File: config.mk
export PLATFORM = sky130hd
export DESIGN_NAME = udw_data_port
export DESIGN_NICKNAME = d
export VERILOG_FILES = /design/src/hdl/udw_pkg.sv /design/src/hdl/udw_rx_hold.sv /design/src/hdl/udw_data_port.sv
export VERILOG_INCLUDE_DIRS = /design/src /design/src/hdl
export SDC_FILE = /design/constraint.sdc
export NUM_CORES = 1
export LEC_CHECK = 0
export ABC_CLOCK_PERIOD_IN_PS = 2300
export BUFFER_PORTS_ARGS = -buffer_cell sky130_fd_sc_hd__buf_2
export CORE_MARGIN = 4
export CORE_UTILIZATION = 50
export CTS_BUF_LIST = sky130_fd_sc_hd__clkbuf_8
export DETAILED_ROUTE_END_ITERATION = 16
export GPL_ROUTABILITY_DRIVEN = 1
export HOLD_SLACK_MARGIN = 0.03
export PLACE_DENSITY = 0.83
export SYNTH_ARGS = -nofsm -noshare
export SYNTH_HDL_FRONTEND = slang
export SYNTH_SLANG_ARGS = --single-unit
export TNS_END_PERCENT = 50
File: constraint.sdc
create_clock -name mclk -period 2.3 [get_ports mclk]
set_input_delay 0.115 -clock mclk [delete_from_list [all_inputs] [get_ports mclk]]
set_output_delay 0.115 -clock mclk [all_outputs]
set_load 0.01 [all_outputs]
File: src/hdl/udw_regs.svh
// Register offsets, field positions and reset values of the data word port
`ifndef UDW_REGS_SVH
`define UDW_REGS_SVH

// ------------------------------------------------------------
// Register offsets (byte addresses)
// ------------------------------------------------------------
`define UDW_ADDR_W 8
`define UDW_OFS_DATA 8'h00
`define UDW_OFS_CTRL 8'h04
`define UDW_OFS_ISTAT 8'h08
`define UDW_OFS_IMASK 8'h0c
`define UDW_OFS_PSTAT 8'h10

// ------------------------------------------------------------
// Data word fields
// ------------------------------------------------------------
`define UDW_BIT_RX_NOISE_FLAG 15
`define UDW_BIT_PARITY 14
`define UDW_BIT_FRAME_SPECIAL 13
`define UDW_BIT_EMPTY 12
`define UDW_BIT_IDLE 11
`define UDW_BIT_RSVD 10
`define UDW_BIT_NINE 9
`define UDW_WORD_W 10

// ------------------------------------------------------------
// Control, interrupt and port status fields
// ------------------------------------------------------------
`define UDW_CTRL_RXEN 0
`define UDW_EV_W 4
`define UDW_EV_RX_WORD 0
`define UDW_EV_RX_OVERRUN 1
`define UDW_EV_TX_TAKEN 2
`define UDW_EV_TX_REFUSED 3
`define UDW_PSTAT_RX_FULL 0
`define UDW_PSTAT_TX_FULL 1

// ------------------------------------------------------------
// Reset values
// ------------------------------------------------------------
`define UDW_RST_CTRL 1'h0
`define UDW_RST_EV 4'h0
`define UDW_RST_RDATA 32'h0000_0000

`endif

File: src/hdl/udw_pkg.sv
// Types shared by the data word port and its receive word store
`default_nettype none

package udw_pkg;

  // ------------------------------------------------------------
  // Received word with its per-word status
  // ------------------------------------------------------------
  typedef struct packed {
    logic rx_noise_flag;
    logic parityErr;
    logic frameErr;
    logic idleBefore;
    logic [9:0] bits;
  } udw_rx_word_t;

  // ------------------------------------------------------------
  // Word queued for the transmitter
  // ------------------------------------------------------------
  typedef struct packed {
    logic special;
    logic idleChar;
    logic [9:0] bits;
  } udw_tx_word_t;

endpackage : udw_pkg

`default_nettype wire

File: src/hdl/udw_rx_hold.sv
// One-word store for the received word and its status
`default_nettype none

module udw_rx_hold (
  input wire logic mclk,
  input wire logic arst_n,
  input wire logic ce,
  input wire logic load,
  input wire udw_pkg::udw_rx_word_t loadWord,
  output udw_pkg::udw_rx_word_t word_q
);

  // ------------------------------------------------------------
  // Storage
  // ------------------------------------------------------------
  // Status and data are latched as one unit and never touched apart
  always_ff @(posedge mclk or negedge arst_n) begin
    if (!arst_n) begin
      word_q <= '0;
    end else if (ce && load) begin
      word_q <= loadWord;
    end
  end

endmodule : udw_rx_hold

`default_nettype wire

File: src/hdl/udw_data_port.sv
// Data word access port between register port and transmit/receive buffers
//
// Function
// - Bit 14 reads 1 when the held word had a parity error.
// - Bit 13 reads 1 when the held word had a frame error.
// - Write with bit 13 set queues break or idle instead of data.
// - Special character: bit 9 low sends break, high sends idle.
// - Bit 12 reads 1 when receive buffer is empty, shifter ignored.
// - With bit 12 set the returned data bits are not valid.
// - Bit 11 reads 1 when the line was idle before the held word.
// - Idle-before indication may set for first word after receiver enable.
// - Bit 10 always reads zero and writes to it do nothing.
// - Bits 9..0 read receive buffer and write transmit buffer.
// - Reads take the receive buffer, writes load transmit; neither clears the event flags.
// - Bit 15 reads 1 when the held word was sampled with noise.
//
// The plain strobed port and the register addresses were decided locally.
`include "udw_regs.svh"
`default_nettype none

module udw_data_port (
  input wire logic mclk,
  input wire logic arst_n,
  input wire logic ce,
  input wire logic [`UDW_ADDR_W-1:0] regAddr,
  input wire logic [31:0] regWdata,
  input wire logic regWr,
  input wire logic regRd,
  output logic [31:0] regRdata_q,
  input wire logic rxCapture,
  input wire udw_pkg::udw_rx_word_t rxWord,
  input wire logic rxLineIdle,
  input wire logic txTake,
  output logic txValid_q,
  output udw_pkg::udw_tx_word_t txWord_q,
  output logic rxEnable_q,
  output logic irq_q
);

  // ------------------------------------------------------------
  // Local state
  // ------------------------------------------------------------
  logic rxFull_q;
  logic rxFull_d;
  logic rxEnPrev_q;
  logic idleSeen_q;
  logic idleSeen_d;
  logic [`UDW_EV_W-1:0] evStat_q;
  logic [`UDW_EV_W-1:0] evStat_d;
  logic [`UDW_EV_W-1:0] evMask_q;
  logic [`UDW_EV_W-1:0] evSet;
  logic [`UDW_EV_W-1:0] evClr;
  logic rxEnRise;
  logic rxOverrun;
  logic txTaken;
  logic [31:0] regRdata_d;
  udw_pkg::udw_rx_word_t heldWord;
  udw_pkg::udw_rx_word_t captWord;
  udw_pkg::udw_tx_word_t txWord_d;

  // ------------------------------------------------------------
  // Address decode
  // ------------------------------------------------------------
  function automatic logic hit(
    input logic [`UDW_ADDR_W-1:0] addr,
    input logic [`UDW_ADDR_W-1:0] ofs
  );
    hit = (addr == ofs);
  endfunction : hit

  logic dataRd;
  logic dataWr;
  logic ctrlWr;
  logic istatWr;
  logic imaskWr;
  logic rxPop;
  logic rxAccept;
  logic txAccept;
  logic txRefused;

  assign dataRd = regRd && hit(regAddr, `UDW_OFS_DATA);
  assign dataWr = regWr && hit(regAddr, `UDW_OFS_DATA);
  assign ctrlWr = regWr && hit(regAddr, `UDW_OFS_CTRL);
  assign istatWr = regWr && hit(regAddr, `UDW_OFS_ISTAT);
  assign imaskWr = regWr && hit(regAddr, `UDW_OFS_IMASK);

  // ------------------------------------------------------------
  // Receive buffer handshake
  // ------------------------------------------------------------
  // A read of the data word frees the buffer; shifter contents do not count
  assign rxPop = dataRd && rxFull_q;
  // A word arriving in the pop cycle replaces the popped one
  assign rxAccept = rxCapture && (!rxFull_q || rxPop);
  // Overrun keeps the older word, so software sees words in arrival order
  assign rxOverrun = rxCapture && !rxAccept;

  always_comb begin
    rxFull_d = rxFull_q;
    if (rxAccept) begin
      rxFull_d = 1'b1;
    end else if (rxPop) begin
      rxFull_d = 1'b0;
    end
  end

  always_ff @(posedge mclk or negedge arst_n) begin
    if (!arst_n) begin
      rxFull_q <= 1'b0;
    end else if (ce) begin
      rxFull_q <= rxFull_d;
    end
  end

  // ------------------------------------------------------------
  // Idle-before-character tracking
  // ------------------------------------------------------------
  // Enabling the receiver counts as a quiet line, so the first word after
  // enable may carry the idle indication; the separate idle flag cannot
  assign rxEnRise = rxEnable_q && !rxEnPrev_q;

  // A capture clears last: an idle already counted for this word must not
  // mark the next one as well
  always_comb begin
    idleSeen_d = idleSeen_q;
    if (rxEnRise) begin
      idleSeen_d = 1'b1;
    end
    if (rxLineIdle) begin
      idleSeen_d = 1'b1;
    end
    if (rxCapture) begin
      idleSeen_d = 1'b0;
    end
  end

  always_ff @(posedge mclk or negedge arst_n) begin
    if (!arst_n) begin
      idleSeen_q <= 1'b0;
    end else if (ce) begin
      idleSeen_q <= idleSeen_d;
    end
  end

  always_ff @(posedge mclk or negedge arst_n) begin
    if (!arst_n) begin
      rxEnPrev_q <= 1'b0;
    end else if (ce) begin
      rxEnPrev_q <= rxEnable_q;
    end
  end

  always_comb begin
    captWord = rxWord;
    captWord.idleBefore = idleSeen_q || rxLineIdle;
  end

  // ------------------------------------------------------------
  // Received word store
  // ------------------------------------------------------------
  udw_rx_hold uRxHold (
    .mclk(mclk),
    .arst_n(arst_n),
    .ce(ce),
    .load(rxAccept),
    .loadWord(captWord),
    .word_q(heldWord)
  );

  // ------------------------------------------------------------
  // Transmit buffer
  // ------------------------------------------------------------
  // A write while the buffer still holds a word is dropped, never merged,
  // so a character already queued is not corrupted
  assign txAccept = dataWr && (!txValid_q || txTake);
  assign txRefused = dataWr && !txAccept;
  // A take only counts while a word is actually waiting
  assign txTaken = txTake && txValid_q;

  // Data bits pass as written even for a special character; zeroing them
  // is left to software
  function automatic udw_pkg::udw_tx_word_t txFromWrite(
    input logic [31:0] wdata
  );
    udw_pkg::udw_tx_word_t t;
    t = '0;
    t.bits = wdata[`UDW_BIT_NINE:0];
    t.special = wdata[`UDW_BIT_FRAME_SPECIAL];
    t.idleChar = wdata[`UDW_BIT_FRAME_SPECIAL] &&
      wdata[`UDW_BIT_NINE];
    txFromWrite = t;
  endfunction : txFromWrite

  always_comb begin
    txWord_d = txWord_q;
    if (txAccept) begin
      txWord_d = txFromWrite(regWdata);
    end
  end

  always_ff @(posedge mclk or negedge arst_n) begin
    if (!arst_n) begin
      txWord_q <= '0;
    end else if (ce) begin
      txWord_q <= txWord_d;
    end
  end

  always_ff @(posedge mclk or negedge arst_n) begin
    if (!arst_n) begin
      txValid_q <= 1'b0;
    end else if (ce) begin
      if (txAccept) begin
        txValid_q <= 1'b1;
      end else if (txTake) begin
        txValid_q <= 1'b0;
      end
    end
  end

  // ------------------------------------------------------------
  // Control register
  // ------------------------------------------------------------
  always_ff @(posedge mclk or negedge arst_n) begin
    if (!arst_n) begin
      rxEnable_q <= `UDW_RST_CTRL;
    end else if (ce && ctrlWr) begin
      rxEnable_q <= regWdata[`UDW_CTRL_RXEN];
    end
  end

  // ------------------------------------------------------------
  // Interrupt status and mask
  // ------------------------------------------------------------
  always_comb begin
    evSet = '0;
    evSet[`UDW_EV_RX_WORD] = rxAccept;
    evSet[`UDW_EV_RX_OVERRUN] = rxOverrun;
    evSet[`UDW_EV_TX_TAKEN] = txTaken;
    evSet[`UDW_EV_TX_REFUSED] = txRefused;
  end

  // Only a write to the status word clears; ones written elsewhere are inert
  assign evClr = istatWr ? regWdata[`UDW_EV_W-1:0] : {`UDW_EV_W{1'b0}};

  // Set wins over a write-one clear in the same cycle
  always_comb begin
    evStat_d = evStat_q & ~evClr;
    evStat_d = evStat_d | evSet;
  end

  always_ff @(posedge mclk or negedge arst_n) begin
    if (!arst_n) begin
      evStat_q <= `UDW_RST_EV;
    end else if (ce) begin
      evStat_q <= evStat_d;
    end
  end

  always_ff @(posedge mclk or negedge arst_n) begin
    if (!arst_n) begin
      evMask_q <= `UDW_RST_EV;
    end else if (ce && imaskWr) begin
      evMask_q <= regWdata[`UDW_EV_W-1:0];
    end
  end

  // Registered from the next status, so the line changes in the same cycle as the status
  always_ff @(posedge mclk or negedge arst_n) begin
    if (!arst_n) begin
      irq_q <= 1'b0;
    end else if (ce) begin
      irq_q <= |(evStat_d & evMask_q);
    end
  end

  // ------------------------------------------------------------
  // Read data
  // ------------------------------------------------------------
  function automatic logic [31:0] dataView(
    input udw_pkg::udw_rx_word_t w,
    input logic full
  );
    logic [31:0] v;
    v = '0;
    if (full) begin
      v[`UDW_BIT_RX_NOISE_FLAG] = w.rx_noise_flag;
      v[`UDW_BIT_PARITY] = w.parityErr;
      v[`UDW_BIT_FRAME_SPECIAL] = w.frameErr;
      v[`UDW_BIT_IDLE] = w.idleBefore;
      v[`UDW_BIT_NINE:0] = w.bits;
    end
    // Empty buffer returns zeros, which carry no character
    v[`UDW_BIT_EMPTY] = !full;
    v[`UDW_BIT_RSVD] = 1'b0;
    dataView = v;
  endfunction : dataView

  // Event registers share one layout in the low bits of the word
  function automatic logic [31:0] evView(
    input logic [`UDW_EV_W-1:0] ev
  );
    logic [31:0] v;
    v = '0;
    v[`UDW_EV_W-1:0] = ev;
    evView = v;
  endfunction : evView

  always_comb begin
    regRdata_d = `UDW_RST_RDATA;
    if (regRd) begin
      case (regAddr)
        `UDW_OFS_DATA: begin
          regRdata_d = dataView(heldWord, rxFull_q);
        end
        `UDW_OFS_CTRL: begin
          regRdata_d[`UDW_CTRL_RXEN] = rxEnable_q;
        end
        `UDW_OFS_ISTAT: begin
          regRdata_d = evView(evStat_q);
        end
        `UDW_OFS_IMASK: begin
          regRdata_d = evView(evMask_q);
        end
        `UDW_OFS_PSTAT: begin
          regRdata_d[`UDW_PSTAT_RX_FULL] = rxFull_q;
          regRdata_d[`UDW_PSTAT_TX_FULL] = txValid_q;
        end
        default: begin
          regRdata_d = `UDW_RST_RDATA;
        end
      endcase
    end
  end

  // Data stand only in the cycle after the read strobe
  always_ff @(posedge mclk or negedge arst_n) begin
    if (!arst_n) begin
      regRdata_q <= `UDW_RST_RDATA;
    end else if (ce) begin
      regRdata_q <= regRdata_d;
    end
  end

endmodule : udw_data_port

`default_nettype wire

==> results.txt <==
----------------------------------------------------
[Logic synthesis]
  Most common cell in the netlist ... dfrtp_1
  Primary flip-flop cell chosen by synthesis mapping ... dfrtp_1
  Per-instance average area after synthesis ... about 11 um2
  Mapped cell area ... approximately 2600 um2
  Largest area contributor in the netlist ... dfrtp_1
  Leading post-synthesis cells by cell area ... dfrtp_1, mux2_2, buf_4
  Yosys warning total ... 0
  Share of synthesized registers carrying an async set or reset ... 1.000
  Sequential-to-total area share from yosys stat ... 0.5253
  Share of the synthesized area in the top cell type ... 0.5253
  Count of flip-flops with a built-in enable after synthesis ... 0
  List of most frequent post-synthesis cells ... dfrtp_1, nand2_1, mux2_2
  Unique masters post-synth ... 39
  Post-synthesis cell count ... approximately 240
  Synthesized flop and latch total ... between 50 and 60

[Run status]
  Run status ... finished, final reports clean

[Global route]
  Via count of the first global-routing pass ... roughly 2,000
  First-pass GRT wire length ... approximately 9100 um
  Residual overflow from global routing ... 0
  Antenna violations before repair ... 0
  GR Util All Layers ... 0.1838
  Pin count of the biggest net entering global routing ... 56

[Timing]
  Worst max-slew margin expressed relative to the limit ... 0.5455
  Share of the clock period used by the worst path ... 0.7992
  Total count of hold-check failures in the final report ... 0
  Highest attainable clock frequency ... roughly 540 MHz
  Worst slew pin tran ... 0.6818 ns
  Count of final setup violators ... 0
  Setup repair after global routing missed its margin ... false
  Final worst path period need ... around 1.8 ns
  Max-slew violation count ... 0
  Clock Skews ... ~0.011 ns
  Final sum of negative setup slack ... 0 ns

[Power]
  Power density normalized to cell area ... 566.2 nW/um2
  Gate power share ... 0.115
  Worst vdd ir ... between 0.0003 and 0.0004 V
  Clock network power share ... 0.289
  Internal cell power ... around 1.3 mW
  Leakage power figure ... 1.583 nW
  Register share of total power ... 0.596
  Net switching fraction of the power ... 0.2512
  Switching component of the power ... roughly 450 uW

[Layout]
  Fraction of final layout cells with drive strength greater than 1 ... 0.3625
  Cell area after layout ... 3158 um2
  Antenna diode instance count ... 0
  Number of nets in the finished design ... about 380
  Area Growth Syn to Fin ... 20.53%
  Count of filler cells inserted in the layout ... around 440

[Hold path]
  Classification of the worst-slack hold path ... in -> reg
  Worst hold start ... regWdata[4]
  Worst hold path cell count ... 2
  Endpoint, Worst Hold ... txWord_q[4]

[Clock network]
  Clock-pin slew reported for the worst setup and hold paths after clock tree synthesis ... roughly 0.09 ns
  TritonCTS sink count ... 55
  Setup fix buffers added after clock tree synthesis ... 0
  Insertion delay of the later-clocked pin in the worst-skew pair ... between 0.3 and 0.4 ns
  Maximum number of buffers from clock root to sink ... 2
  TritonCTS clock tree ... done
  Num CTS Buffers ... 5
  Total number of H-tree levels ... 2
  Buffer type at the clock tree root ... clkbuf_8
  Post-CTS Hold Buffers ... 10
  Count of instances resized after the clock tree is built ... 0

[Drt]
  Post-Route WL ... approximately 5800 um
  Via density per instance ... ~5.2
  Antenna viol nets, final ... 0
  WL per Instance ... 14.91 um
  Initial drt markers ... 160
  First-pass DRT Iterations ... 4
  Vias after detailed routing ... 2,015
  DRC Markers ... 0

[Worst setup path]
  R2r startpoint ... txValid_q
  Required time of the worst setup path ... 2.49 ns
  Crit path DAT ... between 2 and 2.5 ns
  Reg-to-reg setup timing slack ... around 0.46 ns
  CP Capture Type ... register
  Worst setup path category ... reg -> reg
  Crit Reg-Reg Endpoint ... txWord_q[4]
  Critical path startpoint category ... register
  Critical Path Fanout Max ... 14
  Cell depth of the worst flop-to-flop path ... 3

[Placement]
  Dpl cell area ... about 2900 um2
  Sum of net half-perimeters after detailed placement ... roughly 4100 um
  Count of buffers from port buffering ... 69
  Final estimated routing congestion in global placement ... slightly below 0.9

[Die]
  Core region area ... just over 5000 um2
  Die Ht ... between 80 and 90 um
  Count of standard-cell rows ... 26
  DIE WIDTH ... approximately 80 um
  I/O pins ... around 110
  Starting Density ... 0.5130
  Die Outline Area ... 6463 um2

[Run]
  Max capacitance violation total ... 0

----------------------------------------------------
==> final cells by class <==
cell class	count	area, um2	share of cell area
sequential	55	1376	0.4358
multi-input combinational	155	1044	0.3304
timing repair buffer	86	505.5	0.1601
tap	70	87.58	0.02773
clock buffer	5	68.82	0.02179
inverter	16	60.06	0.01902
clock inverter	3	16.27	0.005151
==> critical path: stages (launching register included) <==
cell     delay, ns
dfrtp_1       0.46
nor2b_1       0.19
or3_1         0.67
mux2_4        0.40
==> through the flow <==
| stage | total power [mW] | std cells | hold WS (ns) | util | setup slack (ns) |
|---|---|---|---|---|---|
| global route | 1.877 | 390 | 0.03323 | 0.6183 | 0.3944 |
| floorplan | 1.196 | 253 | -0.1806 | - | 0.6211 |
| detailed placement | 1.273 | 369 | 0.2826 | 0.5762 | 0.3051 |
| CTS | 1.802 | 387 | 0.03013 | 0.6124 | 0.4532 |
| global placement | 1.262 | 369 | 0.2809 | 0.5762 | 0.3579 |
| finish | 1.788 | 390 | 0.04732 | 0.6183 | 0.4619 |
==> how the worst max path moves through the flow <==
stage                           from            endpoint  slack, ns  cells after the start
after detailed placement  regAddr[4]         txWord_q[2]       0.31                      5
after floorplan           regAddr[3]  uRxHold.word_q[11]       0.62                      6
after global placement    regAddr[3]         txWord_q[4]       0.36                      5
after global routing       txValid_q         txWord_q[8]       0.39                      3
final                      txValid_q         txWord_q[4]       0.46                      3
after CTS                  txValid_q         txWord_q[2]       0.45                      3
==> cell families after synthesis <==
| group | Yosys count | share of synthesized area |
|---|---|---|
| AOI/OAI and AO/OA | 43 | 0.1036 |
| buffers and inverters | 43 | 0.09933 |
| DFF | 55 | 0.5253 |
| muxes | 31 | 0.1428 |
| other | 1 | 0.001431 |
| and+or+nand+nor | 64 | 0.1275 |
==> flip-flops by register name, indices dropped and copies added (netlist names) <==
register        count
evMask_q            4
evStat_q            4
idleSeen_q          1
irq_q               1
regRdata_q         15
rxEnPrev_q          1
rxEnable_q          1
rxFull_q            1
txValid_q           1
txWord_q           12
uRxHold.word_q     14
==> routing by layer <==
| layer | part of all wire | GRT usage | routed length (um) |
|---|---|---|---|
| met2 | 0.52 | 0.3220 | 3000 |
| met1 | 0.41 | 0.2202 | 2385 |
| met4 | 0.0077 | 0.07095 | 45 |
| met3 | 0.066 | 0.03812 | 384 |
| met5 | 0 | 0 | 0 |
==> power groups by stage <==
stage / combinational (mW) / clock, mW / sequential [mW]
3_5_place_dp: 0.189 / 0 / 1.08
4_1_cts: 0.203 / 0.534 / 1.06
5_1_grt: 0.230 / 0.574 / 1.07
6_report: 0.206 / 0.517 / 1.06
2_1_floorplan: 0.119 / 0 / 1.08
3_3_place_gp: 0.182 / 0 / 1.08
==> cell usage in the layout (no fill, tap or decap), drive strengths merged, types with 6 or more instances in the layout <==
cell / instances
nor2: 6
conb: 17
mux2: 30
buf: 73
o21ai: 14
nand3: 8
inv: 17
dfrtp: 55
a21oi: 9
nand2: 31
dlygate4sd3: 13
Note: power is estimated with default switching activity, not from simulation.
